### src/inc/mfs_pkg.sv
`default_nettype none
package mfs_pkg;
  localparam int unsigned ADDR_W        = 8;
  localparam int unsigned DATA_W        = 32;
  localparam logic [7:0]  ADDR_CTRL     = 8'h00;
  localparam logic [7:0]  ADDR_CFG      = 8'h04;
  localparam logic [7:0]  ADDR_FEEDBACK = 8'h08;
  localparam logic [7:0]  ADDR_FAULT    = 8'h0C;
  localparam int unsigned CTL_ACK       = 0;
  localparam int unsigned CTL_RSREQ     = 1;
  localparam int unsigned CTL_LD_LSB    = 2;
  localparam int unsigned CTL_LD_MSB    = 5;
  localparam int unsigned CTL_W         = 6;
  localparam int unsigned CFG_CONT      = 0;
  localparam int unsigned CFG_ISO       = 1;
  localparam int unsigned CFG_DIAG_LSB  = 2;
  localparam int unsigned CFG_DIAG_MSB  = 5;
  localparam int unsigned CFG_W         = 6;
  localparam int unsigned FLT_SUPPLY    = 0;
  localparam int unsigned FLT_OUT1      = 1;
  localparam int unsigned FLT_OUT2      = 2;
  localparam int unsigned FLT_ENC       = 3;
  localparam int unsigned NFLT          = 4;
  localparam int unsigned PIN_SUPPLY    = 0;
  localparam int unsigned PIN_OUT1      = 1;
  localparam int unsigned PIN_OUT2      = 4;
  localparam int unsigned PIN_ENC       = 7;
  localparam int unsigned PIN_GRP       = 3;
  localparam int unsigned PIN_DI        = 10;
  localparam int unsigned NPIN          = 11;
  localparam int unsigned FB_W          = 13;
  localparam logic [2:0]  ISO_TICKS     = 3'h4;

  typedef enum logic [1:0] {
    HS_IDLE = 2'b00,
    HS_RUN  = 2'b01,
    HS_HOLD = 2'b11
  } hs_state_t;

  typedef struct packed {
    logic enc_bad;
    logic enc_break;
    logic enc_short;
    logic out2_hot;
    logic out2_break;
    logic out2_short;
    logic out1_hot;
    logic out1_break;
    logic out1_short;
    logic supply_short;
  } fault_pins_t;

  typedef struct packed {
    logic interval_done;
    logic true_value;
    logic gate_open;
    logic measuring;
    logic high_violate;
    logic low_violate;
    logic count_up;
    logic count_down;
    logic out_one_level;
    logic out_two_level;
    logic value_in_range;
    logic param_invalid;
    logic bus_tick;
  } meas_in_t;

  typedef struct packed {
    logic count_down_status;
    logic count_up_status;
    logic output_two_status;
    logic output_one_status;
    logic input_level_status;
    logic gate_open_status;
    logic param_assign_error;
    logic load_error;
    logic load_running;
    logic status_reset_active;
    logic low_limit_violation;
    logic high_limit_violation;
    logic measurement_complete;
  } feedback_t;

  typedef struct packed {
    logic [NPIN-1:0]   sync1;
    logic [NPIN-1:0]   sync2;
    logic [NPIN-1:0]   sync3;
    logic [NPIN-1:0]   pin_lvl;
    logic [CTL_W-1:0]  ctrl;
    logic [CFG_W-1:0]  cfg;
    logic [NFLT-1:0]   fault;
    logic [NFLT-1:0]   diag;
    logic              mc;
    logic              ovf;
    logic              unf;
    logic              ld_err;
    logic              par_err;
    hs_state_t         rs_st;
    hs_state_t         ld_st;
    logic [2:0]        rs_cnt;
    logic [2:0]        ld_cnt;
    logic [3:0]        ld_sel;
    logic              ld_acc;
    logic              upd;
    feedback_t         fb;
    logic [DATA_W-1:0] rdata;
  } state_t;

  localparam state_t ST_RST = '0;
endpackage : mfs_pkg
`default_nettype wire

### src/hw/measurement_feedback_status.sv
// Added by the designer: the address-and-strobe port and the address map.
`default_nettype none
module measurement_feedback_status (
  input  wire logic                      sys_clk_i,      // 10 MHz clock
  input  wire logic                      srst_i,         // Sync reset
  input  wire logic                      ce_i,           // Clock enable
  input  wire logic [mfs_pkg::ADDR_W-1:0] addr_i,        // Byte address
  input  wire logic [mfs_pkg::DATA_W-1:0] wdata_i,       // Write data
  input  wire logic                      wr_i,           // Write strobe
  input  wire logic                      rd_i,           // Read strobe
  input  wire logic                      di_pin_i,       // Digital input pin
  input  wire mfs_pkg::fault_pins_t      fault_pins_i,   // Fault sense pins
  input  wire mfs_pkg::meas_in_t         meas_i,         // Datapath status
  output logic [mfs_pkg::DATA_W-1:0]     rdata_o,        // Read data
  output mfs_pkg::feedback_t             feedback_o,     // Feedback bits
  output logic [mfs_pkg::NFLT-1:0]       faults_o,       // Latched faults
  output logic [mfs_pkg::NFLT-1:0]       diag_msg_o,     // Diag pulses
  output logic                           load_accept_o,  // Value accepted
  output logic [3:0]                     load_sel_o,     // Accepted target
  output logic                           value_update_o  // Update value
);
  import mfs_pkg::*;

  state_t          st_reg;
  state_t          st_next;
  logic [NPIN-1:0] pin_raw;
  logic [NPIN-1:0] filt_next;
  logic [NFLT-1:0] cause;
  logic [3:0]      ld_req;
  logic            ack;
  logic            rs_req;
  logic            iso;
  logic            cont;
  logic            rs_done;
  logic            ld_done;
  logic            mc_set;
  logic            gate_cause;

  function automatic logic multi_req(input logic [3:0] v);
    multi_req = (v & (v - 4'h1)) != 4'h0;
  endfunction : multi_req

  assign pin_raw = {di_pin_i, fault_pins_i};

  // Level change accepted once second and third stage agree
  generate
    for (genvar i = 0; i < NPIN; i++)
    begin : g_filt
      assign filt_next[i] = (st_reg.sync2[i] == st_reg.sync3[i])
                            ? st_reg.sync2[i] : st_reg.pin_lvl[i];
    end
  endgenerate

  assign cause[FLT_SUPPLY] = st_reg.pin_lvl[PIN_SUPPLY];
  assign cause[FLT_OUT1] = |st_reg.pin_lvl[PIN_OUT1 +: PIN_GRP];
  assign cause[FLT_OUT2] = |st_reg.pin_lvl[PIN_OUT2 +: PIN_GRP];
  assign cause[FLT_ENC] = |st_reg.pin_lvl[PIN_ENC +: PIN_GRP];

  assign ack    = st_reg.ctrl[CTL_ACK];
  assign rs_req = st_reg.ctrl[CTL_RSREQ];
  assign ld_req = st_reg.ctrl[CTL_LD_MSB:CTL_LD_LSB];
  assign iso    = st_reg.cfg[CFG_ISO];
  assign cont   = st_reg.cfg[CFG_CONT];

  // Isochrone handshakes take four bus ticks, otherwise one clock
  assign rs_done = (st_reg.rs_st == HS_RUN) &&
                   (!iso || (meas_i.bus_tick &&
                    st_reg.rs_cnt == ISO_TICKS - 3'h1));
  assign ld_done = (st_reg.ld_st == HS_RUN) &&
                   (!iso || (meas_i.bus_tick &&
                    st_reg.ld_cnt == ISO_TICKS - 3'h1));

  // Estimated values in continuous mode leave completion clear
  assign mc_set = meas_i.interval_done &&
                  (!cont || meas_i.true_value);
  assign gate_cause = meas_i.gate_open && meas_i.measuring;

  always_comb
  begin
    st_next        = st_reg;
    st_next.sync1  = pin_raw;
    st_next.sync2  = st_reg.sync1;
    st_next.sync3  = st_reg.sync2;
    st_next.pin_lvl = filt_next;
    st_next.rdata  = {DATA_W{1'b0}};
    st_next.ld_acc = 1'b0;

    if (wr_i)
    begin
      case (addr_i)
        ADDR_CTRL: st_next.ctrl = wdata_i[CTL_W-1:0];
        ADDR_CFG:  st_next.cfg  = wdata_i[CFG_W-1:0];
        default:   st_next.ctrl = st_next.ctrl;
      endcase
    end

    // Faults latch; a held acknowledge lets them follow the cause
    st_next.fault = cause | (st_reg.fault & ~{NFLT{ack}});
    st_next.diag  = st_next.fault & ~st_reg.fault &
                    st_reg.cfg[CFG_DIAG_MSB:CFG_DIAG_LSB];

    st_next.upd     = meas_i.interval_done;
    st_next.par_err = meas_i.param_invalid;

    case (st_reg.rs_st)
      HS_IDLE:
      begin
        if (rs_req)
        begin
          st_next.rs_st  = HS_RUN;
          st_next.rs_cnt = 3'h0;
        end
      end
      HS_RUN:
      begin
        if (meas_i.bus_tick)
        begin
          st_next.rs_cnt = st_reg.rs_cnt + 3'h1;
        end
        if (rs_done)
        begin
          st_next.rs_st = HS_HOLD;
        end
      end
      HS_HOLD:
      begin
        if (!rs_req)
        begin
          st_next.rs_st = HS_IDLE;
        end
      end
      default:
      begin
        st_next.rs_st = HS_IDLE;
      end
    endcase

    // New events win over the clear of the same cycle
    st_next.mc  = mc_set || (st_reg.mc && !rs_done);
    st_next.ovf = meas_i.high_violate ||
                  (st_reg.ovf && !rs_done);
    st_next.unf = meas_i.low_violate ||
                  (st_reg.unf && !rs_done);

    case (st_reg.ld_st)
      HS_IDLE:
      begin
        if (multi_req(ld_req))
        begin
          st_next.ld_err = 1'b1;
          st_next.ld_st  = HS_HOLD;
        end
        else if (ld_req != 4'h0)
        begin
          st_next.ld_st  = HS_RUN;
          st_next.ld_cnt = 3'h0;
        end
      end
      HS_RUN:
      begin
        if (multi_req(ld_req))
        begin
          st_next.ld_err = 1'b1;
          st_next.ld_st  = HS_HOLD;
        end
        else if (ld_req == 4'h0)
        begin
          st_next.ld_st = HS_IDLE;
        end
        else
        begin
          if (meas_i.bus_tick)
          begin
            st_next.ld_cnt = st_reg.ld_cnt + 3'h1;
          end
          if (ld_done)
          begin
            st_next.ld_st = HS_HOLD;
            if (meas_i.value_in_range)
            begin
              st_next.ld_acc = 1'b1;
              st_next.ld_sel = ld_req;
              st_next.ld_err = 1'b0;
            end
            else
            begin
              st_next.ld_err = 1'b1;
            end
          end
        end
      end
      HS_HOLD:
      begin
        if (ld_req == 4'h0)
        begin
          st_next.ld_st = HS_IDLE;
        end
      end
      default:
      begin
        st_next.ld_st = HS_IDLE;
      end
    endcase

    st_next.fb.measurement_complete = st_next.mc;
    st_next.fb.high_limit_violation = st_next.ovf;
    st_next.fb.low_limit_violation  = st_next.unf;
    st_next.fb.status_reset_active  =
      st_next.rs_st != HS_IDLE;
    st_next.fb.load_running = st_next.ld_st != HS_IDLE;
    st_next.fb.load_error   = st_next.ld_err;
    st_next.fb.param_assign_error = st_next.par_err;
    st_next.fb.gate_open_status   = gate_cause;
    st_next.fb.input_level_status = filt_next[PIN_DI];
    st_next.fb.output_one_status  = meas_i.out_one_level;
    st_next.fb.output_two_status  = meas_i.out_two_level;
    st_next.fb.count_up_status    = meas_i.count_up;
    st_next.fb.count_down_status  = meas_i.count_down;

    if (rd_i)
    begin
      case (addr_i)
        ADDR_CTRL:
          st_next.rdata = {{(DATA_W-CTL_W){1'b0}}, st_reg.ctrl};
        ADDR_CFG:
          st_next.rdata = {{(DATA_W-CFG_W){1'b0}}, st_reg.cfg};
        ADDR_FEEDBACK:
          st_next.rdata = {{(DATA_W-FB_W){1'b0}}, st_reg.fb};
        ADDR_FAULT:
          st_next.rdata = {{(DATA_W-NFLT){1'b0}}, st_reg.fault};
        default:
          st_next.rdata = {DATA_W{1'b0}};
      endcase
    end
  end

  always_ff @(posedge sys_clk_i)
  begin
    if (srst_i)
    begin
      st_reg <= ST_RST;
    end
    else if (ce_i)
    begin
      st_reg <= st_next;
    end
  end

  assign rdata_o        = st_reg.rdata;
  assign feedback_o     = st_reg.fb;
  assign faults_o       = st_reg.fault;
  assign diag_msg_o     = st_reg.diag;
  assign load_accept_o  = st_reg.ld_acc;
  assign load_sel_o     = st_reg.ld_sel;
  assign value_update_o = st_reg.upd;
endmodule : measurement_feedback_status
`default_nettype wire

### config.mk
export PLATFORM = sky130hd
export DESIGN_NAME = measurement_feedback_status
export DESIGN_NICKNAME = d
export VERILOG_FILES = /design/src/inc/mfs_pkg.sv /design/src/hw/measurement_feedback_status.sv
export SDC_FILE = /design/constraint.sdc
export NUM_CORES = 1
export LEC_CHECK = 0
export ABC_AREA = 1
export BUFFER_PORTS_ARGS = -buffer_cell sky130_fd_sc_hd__buf_2
export CELL_PAD_IN_SITES_DETAIL_PLACEMENT = 0
export CELL_PAD_IN_SITES_GLOBAL_PLACEMENT = 2
export CORE_MARGIN = 8
export CORE_UTILIZATION = 29
export CTS_CLUSTER_DIAMETER = 40
export DETAILED_ROUTE_END_ITERATION = 12
export HOLD_SLACK_MARGIN = 0.08
export PLACE_DENSITY_LB_ADDON = 0.08
export SKIP_CTS_REPAIR_TIMING = 1
export SLEW_MARGIN = 40
export SYNTH_ARGS = -nofsm -noshare
export SYNTH_HDL_FRONTEND = slang
export SYNTH_SLANG_ARGS = --single-unit
### constraint.sdc
create_clock -name sys_clk_i -period 1.7 [get_ports sys_clk_i]
set_clock_uncertainty 0.15 [all_clocks]
set_input_delay 0.255 -clock sys_clk_i [delete_from_list [all_inputs] [get_ports sys_clk_i]]
set_output_delay 0.255 -clock sys_clk_i [all_outputs]
set_load 0.01 [all_outputs]
==> out/metrics.cfg <==
[grt]
overflow=0
grt_pass1_vias=3685
grt_antenna_before_repair=0
grt_usage_pct=12.4
grt_first_pass_wirelength_microns=20800
grt_max_degree=64

[floorplanning]
pin_count=128
core_area_sq_um=16500
die_y_microns=145
initial_utilization_pct=29.4
num_rows=47
die_x_microns=145
fp.dieArea_sq_um=21100

[worst_setup_path]
worstSetupStartpointType=input pin
cp_common_cell=dlygate4sd3_1
critical_path.slowest_cell=dlygate4sd3_1
crit_path_max_incr_delay_ns=0.56
cp_cell_sequence=dlygate4sd3_1, buf_2, a21oi_1, dlygate4sd3_1, nor2_1
worst-path-max-fanout=1
setup.worst_path.class=in -> reg
worst_setup_path_end_kind=flip-flop
crit_required_ns=1.79
cp.arrival_ns=1.63

[power]
power_leakage_nw=2.35
power_density_nw_per_um2=903
ir_drop_mv=0.470
fin_total_pwr_mw=5.12

[sta]
worst_pin_slew_ns=0.534
slew_headroom_pct=64.4
tns_ns=0
slew_viol_final=0
timing.fmax_mhz=648
hold_violations=0
setup_viol=0
min_period_over_period_pct=90.7
fin_crit_ns=1.54
rsz0062_at_grt=no

[clock_network]
cts_sinks=105
cts-htree-levels=3
cts_buffer_depth=2
cts_tree=done
clk_pin_slew_ns=0.07
insertion_delay_ns=0.35
ctsRootBufferMaster=clkbuf_16
numCtsBuffers=9

[place]
io_buffers=82
post-dp-hpwl_microns=9170
gp_congestion=0.742

[worst_hold_path]
min_path_type=in -> reg

[synth]
ys.flop_type=dfxtp_1
synth_area_leaders=dfxtp_1, buf_4, a21oi_1
synth_edf_count=0
synth_top_cell_area_share_pct=43.5
seq_area_frac_synth_pct=43.5
synth.most_common_cell=dfxtp_1
syn_avg_cell_area_sq_um=7.71
syn_area_sq_um=4830
yosysWarningCount=0
synth_common_cells=dfxtp_1, nand2_1, a21oi_1, buf_4, nor2_1
postSynthCellCount=627
ys_seq_elements=105
ys_async_sr_fraction_pct=0
synth_cell_types=36
yosysTopAreaCell=dfxtp_1

[routing]
detail_route.wl_per_cell_microns=14.5
firstDrtPassIters=4
drc=0
drtIter0Drc=187
ant_nets=0
vias=4023
viasPerCell=4.42
drt-total-wl_microns=13200

[cells_and_area]
seq_area_sq_um=2100
drive_gt1_share_pct=21.6
area_growth_pct=17.4
n_fill_cell=1800
nets=759
multi_input_area_sq_um=1990
diodes=0
largest_register_ffs=35

[job]
max-cap-violations=0

[outcome]
outcome=completed

[where the power goes]
part | leakage [nW] | internal (mW) | switching (mW)
sequential | 0.856 | 2.53 | 0.0411
clock | 0.142 | 1.18 | 0.944
combinational | 1.35 | 0.168 | 0.260
[area by class of cell]
| type | count | area share, % |
|---|---|---|
| Clock buffer | 11 | 4.28 |
| Clock inverter | 5 | 0.970 |
| Inverter | 57 | 4.03 |
| Multi-Input combinational cell | 395 | 35.0 |
| Sequential cell | 105 | 37.1 |
| Tap cell | 220 | 4.85 |
| Timing Repair Buffer | 118 | 13.8 |
[critical path: cells and delay by family]
| kind | cells | cell delay (ns) |
|---|---|---|
| buffers and inverters | 3 | 1.22 |
| AND/OR/NAND/NOR | 1 | 0.04 |
| AO/OA/AOI/OAI | 1 | 0.11 |
[per-stage QoR]
stage                     worst slack (ns)  cell area [sq um]  util (%)  hold slack (ns)  std cells
final                                0.157               5680      34.5           0.0343        911
after global routing                0.0250               5680      34.5           0.0846        911
after CTS                           0.0733               5410      32.8          -0.0411        885
after detailed placement            0.0341               5110      31.0            0.295        869
after global placement              0.0527               5110      31.0            0.291        869
after floorplan                      0.209               4900         -            0.240        645
[placed cells by master, fill, tap and decap left out, types with 23 or more instances in the layout]
| master | instances |
|---|---|
| dfxtp_1 | 104 |
| nand2_1 | 89 |
| buf_2 | 82 |
| a21oi_1 | 68 |
| nor2_1 | 55 |
| o21ai_0 | 53 |
| inv_1 | 45 |
| nand3_1 | 35 |
| dlygate4sd3_1 | 26 |
| o21ai_1 | 23 |
[worst paths after layout]
kind,from,endpoint,slack (ns),depth (start not counted)
setup / recovery,meas_i[9],feedback_o[7],0.16,5
hold / removal,wdata_i[0],ack,0.03,3
setup reg to reg,st_reg[51],load_sel_o[3],0.17,10
hold reg to reg,st_reg[107],st_reg[96],0.31,2
[routing by layer]
layer  global-route usage [%]  wire, microns  up-vias
met5                        0              0        -
met4                     4.53            178        0
met3                     2.46            461       11
met2                     19.4           6010       67
met1                     16.5           6540     1842
li1                         -              -     2103
[cells by family after synthesis]
kind of cell / after synthesis / synth area share [%]
fa+ha+maj: 4 / 1.04
other cells: 1 / 0.0776
compound gates: 169 / 19.3
flops: 105 / 43.5
simple gates: 203 / 19.3
buf+inv: 145 / 16.9
Power figures use the tool's default switching activity.
